[src/pkg/smac_pkg.sv]
// shared constants and types for the special function register access checker
package smac_pkg;
   localparam int ADDR_W = 12;
   localparam int DATA_W = 32;
   // cpu modes, one-hot, numeric order is the activation sequence
   typedef enum logic [3:0] {
      SMAC_BOOT = 4'b0001,
      SMAC_TEST = 4'b0010,
      SMAC_FW   = 4'b0100,
      SMAC_SYS  = 4'b1000
   } smac_mode_e;
   // register group = paddr[11:8], fixed partition
   localparam logic [3:0] GRP_SHARED = 4'h0; // general cpu, all modes
   localparam logic [3:0] GRP_SYSCPU = 4'h1; // general cpu, system mode copy
   localparam logic [3:0] GRP_SYSMGT = 4'h2; // system management
   localparam logic [3:0] GRP_FWCFG = 4'h3; // firmware firewall configuration
   localparam logic [3:0] GRP_HW = 4'h4; // hardware components
   localparam logic [3:0] GRP_FWOS = 4'h5; // firmware os and resource config
   localparam logic [3:0] GRP_TEST = 4'h6; // test registers
   // word indexes inside a group (paddr[7:2])
   localparam logic [5:0] IDX_CPU_CONTROL_STATUS_REG = 6'h00; // sysmgt, internal
   localparam logic [5:0] IDX_MMU_PTR = 6'h01; // sysmgt, external
   localparam logic [5:0] IDX_FW_LOW = 6'h00; // fwcfg, internal
   localparam logic [5:0] IDX_FW_HIGH = 6'h01; // fwcfg, internal
   localparam logic [5:0] IDX_XCHG_BASE = 6'h02; // fwcfg, internal
   localparam logic [5:0] IDX_XCHG_SIZE = 6'h03; // fwcfg, internal
   localparam logic [5:0] IDX_APP_RAM = 6'h00; // hw, internal
   localparam logic [5:0] IDX_CLKSEL = 6'h01; // hw, external
   localparam logic [5:0] IDX_RNG_OUT = 6'h02; // hw, external
   localparam logic [5:0] IDX_KEY_FIRST = 6'h04; // hw, external
   localparam logic [5:0] IDX_KEY_LAST = 6'h07; // hw, external
   // restrictive reset values
   localparam logic [31:0] RST_FW_CTRL = 32'h0000_0000;
   localparam logic [31:0] RST_XCHG = 32'h0000_0000;
   localparam logic [31:0] RST_APP_RAM = 32'h0000_0000;
   localparam logic [31:0] RDATA_ZERO = 32'h0000_0000;
endpackage : smac_pkg

[src/core/smac_core.sv]
// apb-reached special function register access checker with mode and firewall state
//
// The APB slave port and the placing of the registers were left to the implementer.
`timescale 1ns/1ps
//
// Contract
// RQ1: boot mode: all groups except test, system-cpu
// RQ2: test mode: all groups except system-cpu
// RQ3: firmware: read firewall config, rw firmware os
// RQ4: firmware hardware access follows firewall rights bits
// RQ5: system: system mgmt, firewall config, hardware
// RQ6: shared general cpu registers always granted
// RQ7: firmware may read cpu control status
// RQ8: firmware may always read clock source select
// RQ9: system-cpu registers denied outside system mode
// RQ10: mmu pointer register never readable
// RQ11: random number output register never writable
// RQ12: cipher key registers never readable
// RQ13: security attributes reset to restrictive values
// RQ14: app ram config written only in system
// RQ15: memory partition fixed, nothing alters it
// RQ16: exchange area defined only by system mode
// RQ17: eeprom integrity whole access, else firewall area
// RQ18: denied read or write raises exception
// RQ19: four modes tracked, activated in sequence
// RQ20: decision with request; denial blocks write, zeroes data
module smac_core
   import smac_pkg::*;
(
   input wire logic pclk, // 40 mhz core clock
   input wire logic presetn, // async reset, active low
   input wire logic ce, // clock enable, freezes state when low
   input wire logic psel, // apb select
   input wire logic penable, // apb access phase
   input wire logic pwrite, // apb direction, high = write
   input wire logic [ADDR_W-1:0] paddr, // apb byte address
   input wire logic [DATA_W-1:0] pwdata, // apb write data
   output logic [DATA_W-1:0] prdata, // apb read data, zero on denial
   output logic pready, // apb ready
   output logic pslverr, // apb error on denial or unmapped
   input wire logic [DATA_W-1:0] ext_rdata, // read value of addressed external register
   input wire logic ee_integrity_run, // firmware eeprom integrity function active
   output logic ext_wr, // granted write pulse to register groups
   output logic [ADDR_W-1:0] ext_addr, // address of granted write
   output logic [DATA_W-1:0] ext_wdata, // data of granted write
   output logic exc_pulse, // access exception pulse
   output smac_mode_e cpu_mode, // active cpu mode
   output logic [DATA_W-1:0] xchg_base, // ram exchange area base
   output logic [DATA_W-1:0] xchg_size, // ram exchange area size
   output logic [DATA_W-1:0] app_ram_cfg, // application ram configuration
   output logic ee_whole, // eeprom whole-array access window
   output logic ee_fw_area // eeprom limited to firmware area
);

   logic [DATA_W-1:0] fw_ctrl_low;
   logic [DATA_W-1:0] fw_ctrl_high;
   logic [63:0] fw_rights;
   logic [3:0] grp;
   logic [5:0] widx;
   logic rd;
   logic is_boot;
   logic is_test;
   logic is_fw;
   logic is_sys;
   logic mapped;
   logic mode_ok;
   logic fixed_deny;
   logic grant;
   logic internal;
   logic [DATA_W-1:0] int_rdata;
   logic setup_ph;
   logic acc_done;
   logic grant_q;
   logic mapped_q;

   // partition decode is pure wiring of fixed address bits
   assign grp = paddr[11:8]; // RQ15
   assign widx = paddr[7:2];
   assign rd = !pwrite;
   assign fw_rights = {fw_ctrl_high, fw_ctrl_low};
   assign is_boot = (cpu_mode == SMAC_BOOT);
   assign is_test = (cpu_mode == SMAC_TEST);
   assign is_fw = (cpu_mode == SMAC_FW);
   assign is_sys = (cpu_mode == SMAC_SYS);
   assign setup_ph = ce && psel && !penable && !pready;
   assign acc_done = ce && psel && penable && pready;

   // per-group mode permission
   always_comb begin
      mapped = 1'b1;
      mode_ok = 1'b0;
      case (grp)
         GRP_SHARED: mode_ok = 1'b1; // RQ6
         GRP_SYSCPU: mode_ok = is_sys; // RQ9
         GRP_SYSMGT: mode_ok = is_boot || is_test || is_sys ||
                               (is_fw && rd && widx == IDX_CPU_CONTROL_STATUS_REG); // RQ5 RQ7
         GRP_FWCFG: mode_ok = is_boot || is_test || is_sys || (is_fw && rd); // RQ3 RQ5
         GRP_HW: mode_ok = is_boot || is_test || is_sys ||
                           (is_fw && (fw_rights[widx] || (rd && widx == IDX_CLKSEL))); // RQ4 RQ8
         GRP_FWOS: mode_ok = is_boot || is_test || is_fw; // RQ1 RQ2 RQ3
         GRP_TEST: mode_ok = is_test; // RQ1 RQ2
         default: mapped = 1'b0;
      endcase
   end

   // register-specific restrictions that override any mode
   always_comb begin
      fixed_deny = 1'b0;
      if (grp == GRP_SYSMGT && widx == IDX_MMU_PTR && rd) begin
         fixed_deny = 1'b1; // RQ10
      end
      if (grp == GRP_HW && widx == IDX_RNG_OUT && pwrite) begin
         fixed_deny = 1'b1; // RQ11
      end
      if (grp == GRP_HW && widx >= IDX_KEY_FIRST && widx <= IDX_KEY_LAST && rd) begin
         fixed_deny = 1'b1; // RQ12
      end
      if (grp == GRP_HW && widx == IDX_APP_RAM && pwrite && !is_sys) begin
         fixed_deny = 1'b1; // RQ14
      end
      if (grp == GRP_FWCFG && (widx == IDX_XCHG_BASE || widx == IDX_XCHG_SIZE) &&
          pwrite && !is_sys) begin
         fixed_deny = 1'b1; // RQ16
      end
   end

   assign grant = mapped && mode_ok && !fixed_deny;

   // registers held inside the checker, others live in the groups
   always_comb begin
      internal = 1'b1;
      int_rdata = RDATA_ZERO;
      if (grp == GRP_SYSMGT && widx == IDX_CPU_CONTROL_STATUS_REG) begin
         int_rdata = {28'h000_0000, cpu_mode};
      end else if (grp == GRP_FWCFG && widx == IDX_FW_LOW) begin
         int_rdata = fw_ctrl_low;
      end else if (grp == GRP_FWCFG && widx == IDX_FW_HIGH) begin
         int_rdata = fw_ctrl_high;
      end else if (grp == GRP_FWCFG && widx == IDX_XCHG_BASE) begin
         int_rdata = xchg_base;
      end else if (grp == GRP_FWCFG && widx == IDX_XCHG_SIZE) begin
         int_rdata = xchg_size;
      end else if (grp == GRP_HW && widx == IDX_APP_RAM) begin
         int_rdata = app_ram_cfg;
      end else begin
         internal = 1'b0;
      end
   end

   // apb handshake: decision taken in setup, answered in the next cycle
   always_ff @(posedge pclk or negedge presetn) begin
      if (!presetn) begin
         pready <= 1'b0;
         pslverr <= 1'b0;
         prdata <= RDATA_ZERO;
         grant_q <= 1'b0;
         mapped_q <= 1'b0;
      end else if (ce) begin
         if (setup_ph) begin
            pready <= 1'b1; // RQ20
            pslverr <= !grant; // RQ18
            grant_q <= grant;
            mapped_q <= mapped;
            // denied reads return zero so no secret leaks
            if (grant && rd) begin
               prdata <= internal ? int_rdata : ext_rdata; // RQ20
            end else begin
               prdata <= RDATA_ZERO;
            end
         end else if (acc_done) begin
            pready <= 1'b0;
            pslverr <= 1'b0;
            prdata <= RDATA_ZERO;
         end
      end
   end

   // exception on every denied mapped access, one cycle after completion
   always_ff @(posedge pclk or negedge presetn) begin
      if (!presetn) begin
         exc_pulse <= 1'b0;
      end else if (ce) begin
         exc_pulse <= acc_done && mapped_q && !grant_q; // RQ18
      end
   end

   // forward granted writes to external groups
   always_ff @(posedge pclk or negedge presetn) begin
      if (!presetn) begin
         ext_wr <= 1'b0;
         ext_addr <= '0;
         ext_wdata <= RDATA_ZERO;
      end else if (ce) begin
         ext_wr <= acc_done && grant_q && pwrite && !internal; // RQ20
         if (acc_done && grant_q && pwrite && !internal) begin
            ext_addr <= paddr;
            ext_wdata <= pwdata;
         end
      end
   end

   // security attributes; reset values grant nothing to firmware
   always_ff @(posedge pclk or negedge presetn) begin
      if (!presetn) begin
         fw_ctrl_low <= RST_FW_CTRL; // RQ13
         fw_ctrl_high <= RST_FW_CTRL; // RQ13
         xchg_base <= RST_XCHG; // RQ13
         xchg_size <= RST_XCHG; // RQ13
         app_ram_cfg <= RST_APP_RAM; // RQ13
      end else if (ce && acc_done && grant_q && pwrite) begin
         if (grp == GRP_FWCFG && widx == IDX_FW_LOW) begin
            fw_ctrl_low <= pwdata;
         end
         if (grp == GRP_FWCFG && widx == IDX_FW_HIGH) begin
            fw_ctrl_high <= pwdata;
         end
         if (grp == GRP_FWCFG && widx == IDX_XCHG_BASE) begin
            xchg_base <= pwdata; // RQ16
         end
         if (grp == GRP_FWCFG && widx == IDX_XCHG_SIZE) begin
            xchg_size <= pwdata; // RQ16
         end
         if (grp == GRP_HW && widx == IDX_APP_RAM) begin
            app_ram_cfg <= pwdata; // RQ14
         end
      end
   end

   // mode only moves forward; an illegal or backward code is ignored
   always_ff @(posedge pclk or negedge presetn) begin
      if (!presetn) begin
         cpu_mode <= SMAC_BOOT; // RQ13 RQ19
      end else if (ce && acc_done && grant_q && pwrite &&
                   grp == GRP_SYSMGT && widx == IDX_CPU_CONTROL_STATUS_REG) begin
         case (pwdata[3:0])
            SMAC_BOOT, SMAC_TEST, SMAC_FW, SMAC_SYS: begin
               if (pwdata[3:0] >= cpu_mode) begin
                  cpu_mode <= smac_mode_e'(pwdata[3:0]); // RQ19
               end
            end
            default: cpu_mode <= cpu_mode;
         endcase
      end
   end

   // eeprom window: integrity function sees all, the rest only its area
   always_ff @(posedge pclk or negedge presetn) begin
      if (!presetn) begin
         ee_whole <= 1'b0;
         ee_fw_area <= 1'b0;
      end else if (ce) begin
         ee_whole <= is_fw && ee_integrity_run; // RQ17
         ee_fw_area <= is_fw && !ee_integrity_run; // RQ17
      end
   end
endmodule : smac_core

[config.mk]
export PLATFORM = sky130hd
export DESIGN_NAME = smac_core
export DESIGN_NICKNAME = d
export VERILOG_FILES = /design/src/pkg/smac_pkg.sv /design/src/core/smac_core.sv
export SDC_FILE = /design/constraint.sdc
export NUM_CORES = 1
export LEC_CHECK = 0
export ABC_AREA = 1
export BUFFER_PORTS_ARGS = -buffer_cell sky130_fd_sc_hd__buf_2
export CAP_MARGIN = 20
export CORE_MARGIN = 10
export CORE_UTILIZATION = 59
export CTS_CLUSTER_DIAMETER = 120
export DETAILED_ROUTE_END_ITERATION = 6
export GPL_ROUTABILITY_DRIVEN = 0
export PLACE_DENSITY_LB_ADDON = 0.2
export SETUP_SLACK_MARGIN = 0.2
export SLEW_MARGIN = 0
export SYNTH_ARGS = -nofsm -noshare
export SYNTH_HDL_FRONTEND = slang
export SYNTH_SLANG_ARGS = --single-unit
[constraint.sdc]
create_clock -name pclk -period 4.07 [get_ports pclk]
set_input_delay 0.407 -clock pclk [delete_from_list [all_inputs] [get_ports pclk]]
set_output_delay 0.407 -clock pclk [all_outputs]
set_load 0.01 [all_outputs]
==> metrics.cfg <==
[timing]
fin_crit_sh_pct = 66.1
timing.final.hold_violations = 0
rsz0062_at_grt = false
fin_skew_ns = 0.0132
max_freq_ghz = 0.372
tightest_slew_ns = 0.881
maxSlewHeadroom_pct = 41.3
tns_ns = 0
finalCriticalPeriod_ns = 2.69
drv_slew = 0
setup_viol = 0

[clock_tree]
cts-buffers-inserted = 26
cts-root-buf = clkbuf_16
clk_latency_ns = 0.54
clock-sinks = 248
path_clk_slew_ns = 0.06
cts_resized = 0
clock_path_buffers = 3
cts_tree = built
h-tree-depth = 1

[pwr]
peakVddDrop_mv = 0.348
power.density_nw_per_um2 = 364
swShare_pct = 23.6
power.share.sequential_pct = 48.2
intPower_mw = 3.98
p_sw_mw = 1.23
clock_power_share_pct = 45.4
p_leak_nw = 7.71
comb_power_share_pct = 6.4

[grt]
grt_pass1_wl_um = 63500
gr-total-overflow = 0
antenna_found_initial = 1
grtUsageTotal_pct = 29.9
grt_pass1_vias = 11179
grt_start_max_net_pins = 113

[run_status]
violations = DRC
status = finished, violations left

[layout]
final_common_cell = nand2_1
syn_to_final_growth_pct = 20.0
num-nets-final = 1804
final_cell_area_um2 = 14300
most-common-layout-cells = nand2_1 (485), buf_2 (263), dfrtp_1 (247)
antennaDiodeCount = 0
layout-drive-gt1-share_pct = 20.9

[floorplan]
dieArea_um2 = 26300
start_util_pct = 60.6
coreArea_um2 = 19700
ios = 265
die_w_um = 162
die_h_um = 162
row_count = 51

[route]
num_vias = 11834
dr.pass1.iters = 7
wirelength_um = 40400
vias_per_cell = 5.92
ant_nets = 0
first_iter_violations = 1652
drc = 18
drt-wirelength-per-cell_um = 20.2

[setup_path]
arrival_ns = 3.15
critPathMaxFanout = 33
critical_path_class = in2reg
reg2reg_depth = 8
end_kind = flop
worstSetupStartpointType = primary input
required_ns = 4.53

[min_path]
min_path_type = in2reg
whs_path_depth = 2

[yosys]
synth_fa_ha_area_share_pct = 0.420
mappedNetlistArea_um2 = 11900
synth_compound_area_share_pct = 16.8
synth_seq_cells = 248
synth_top_family_by_area = simple AND/OR/NAND/NOR gates
synthTopCellsByArea = dfrtp_1 (52%), nand2_1 (15%), o21ai_0 (7.4%)
yosys_warnings = 0
synthMuxAreaShare_pct = 0.284
seq_area_frac_synth_pct = 52.1
yosysTopAreaCell = dfrtp_1
synth.top_cell.area_share_pct = 51.9
yosys.area_share.simple_pct = 24.3
avgSynthCellArea_um2 = 7.97
synthCells = 1495
ys_types = 38
synth_nets = 1582
synth_xor_area_share_pct = 0.147

[placed_design]
place_area_um2 = 13400
post-dp-hpwl_um = 28000
portBuffers = 264

[job]
maxCapViolCount = 0

cells in the mapped netlist, drive strengths merged:
cell	number
a21o	1
a21oi	70
a22oi	2
a31o	1
a31oi	4
a32oi	1
buf	39
clkbuf	57
clkinv	2
dfrtp	247
dfstp	1
ha	4
inv	75
mux2	3
nand2	492
nand3	57
nand3b	1
nand4	63
nor2	70
nor3	5
nor4	1
o211ai	29
o21a	3
o21ai	258
o21bai	1
o221ai	1
o22ai	3
o31ai	2
xor2	2
critical path, cell delays in order:
cell and delay, ns:
buf_2 0.43, nand2_1 0.17, inv_1 0.63, nand2_1 0.11, nand3_1 0.16, nand2_1 0.07, nand2_1 0.07, nor2_1 0.04
nand2_1 0.07, nand3_1 0.07, nand2_1 0.09, nand2_1 0.05, nand2_1 0.05, nand2_1 0.04, nand2_1 0.06, buf_4 0.32
nand4_1 0.18, nand2_1 0.12
kinds of logic after synthesis:
logic type,count (synthesis)
AOI/OAI and AO/OA,376
xor gates and xnor gates,2
adders and majority gates,4
buffers and inverters,173
DFF,248
muxes,3
and+or+nand+nor,689
power by group through the flow:
stage / logic, mW / registers (mW) / clock network [mW]
finish: 0.334 / 2.51 / 2.36
global route: 0.367 / 2.51 / 2.50
CTS: 0.331 / 2.51 / 2.37
detailed placement: 0.328 / 2.55 / 0
global placement: 0.320 / 2.55 / 0
floorplan: 0.129 / 2.57 / 0
area by class of cell:
cell class	count	area [um2]
sequential	248	6210
fill	1582	5360
multi-input combinational	1074	5030
timing repair buffer	290	1590
clock buffer	39	749
tap	265	332
inverter	77	289
clock inverter	7	96.3
state kept, by name, summed over array words and instances (netlist names), 4 cells and up:
signal and cells:
cpu_mode 4, ext_addr 12, app_ram_cfg 32, fw_ctrl_high 32, fw_ctrl_low 32, xchg_size 32, prdata 32, ext_wdata 32
xchg_base 32
per-layer routing:
metal / GRT usage (%) / wire (um) / vias up
li1: - / - / 5448
met1: 42.9 / 16600 / 5495
met2: 43.3 / 17400 / 813
met3: 9.71 / 5550 / 76
met4: 6.12 / 785 / 2
met5: 0 / 15 / -
path summary, 6_finish.rpt:
check	start	to	slack, ns
max in group asynchronous	presetn	xchg_base[5]	2.49
setup reg to reg	pready	xchg_size[10]	1.56
hold reg to reg	prdata[21]	prdata[21]	0.48
min in group asynchronous	presetn	ext_wr	0.51
hold / removal	paddr[1]	ext_addr[1]	0.09
setup / recovery	paddr[2]	prdata[4]	1.38
per-stage QoR:
stage	worst slack, ns	utilization [%]	hold slack [ns]	cells	power (mW)
2_1_floorplan	1.99	-	0.111	1495	2.69
3_3_place_gp	1.00	68.1	0.460	1950	2.87
3_5_place_dp	0.986	68.2	0.463	1951	2.88
4_1_cts	1.49	72.5	0.0827	1998	5.22
5_1_grt	1.20	72.7	0.0866	2000	5.38
6_report	1.38	72.7	0.0927	2000	5.21
repair_timing:
item,CTS,global route
hold endpoints to repair,54,0
hold buffers,1,0
setup buffers,0,0
Note: power is estimated with default switching activity, not from simulation.
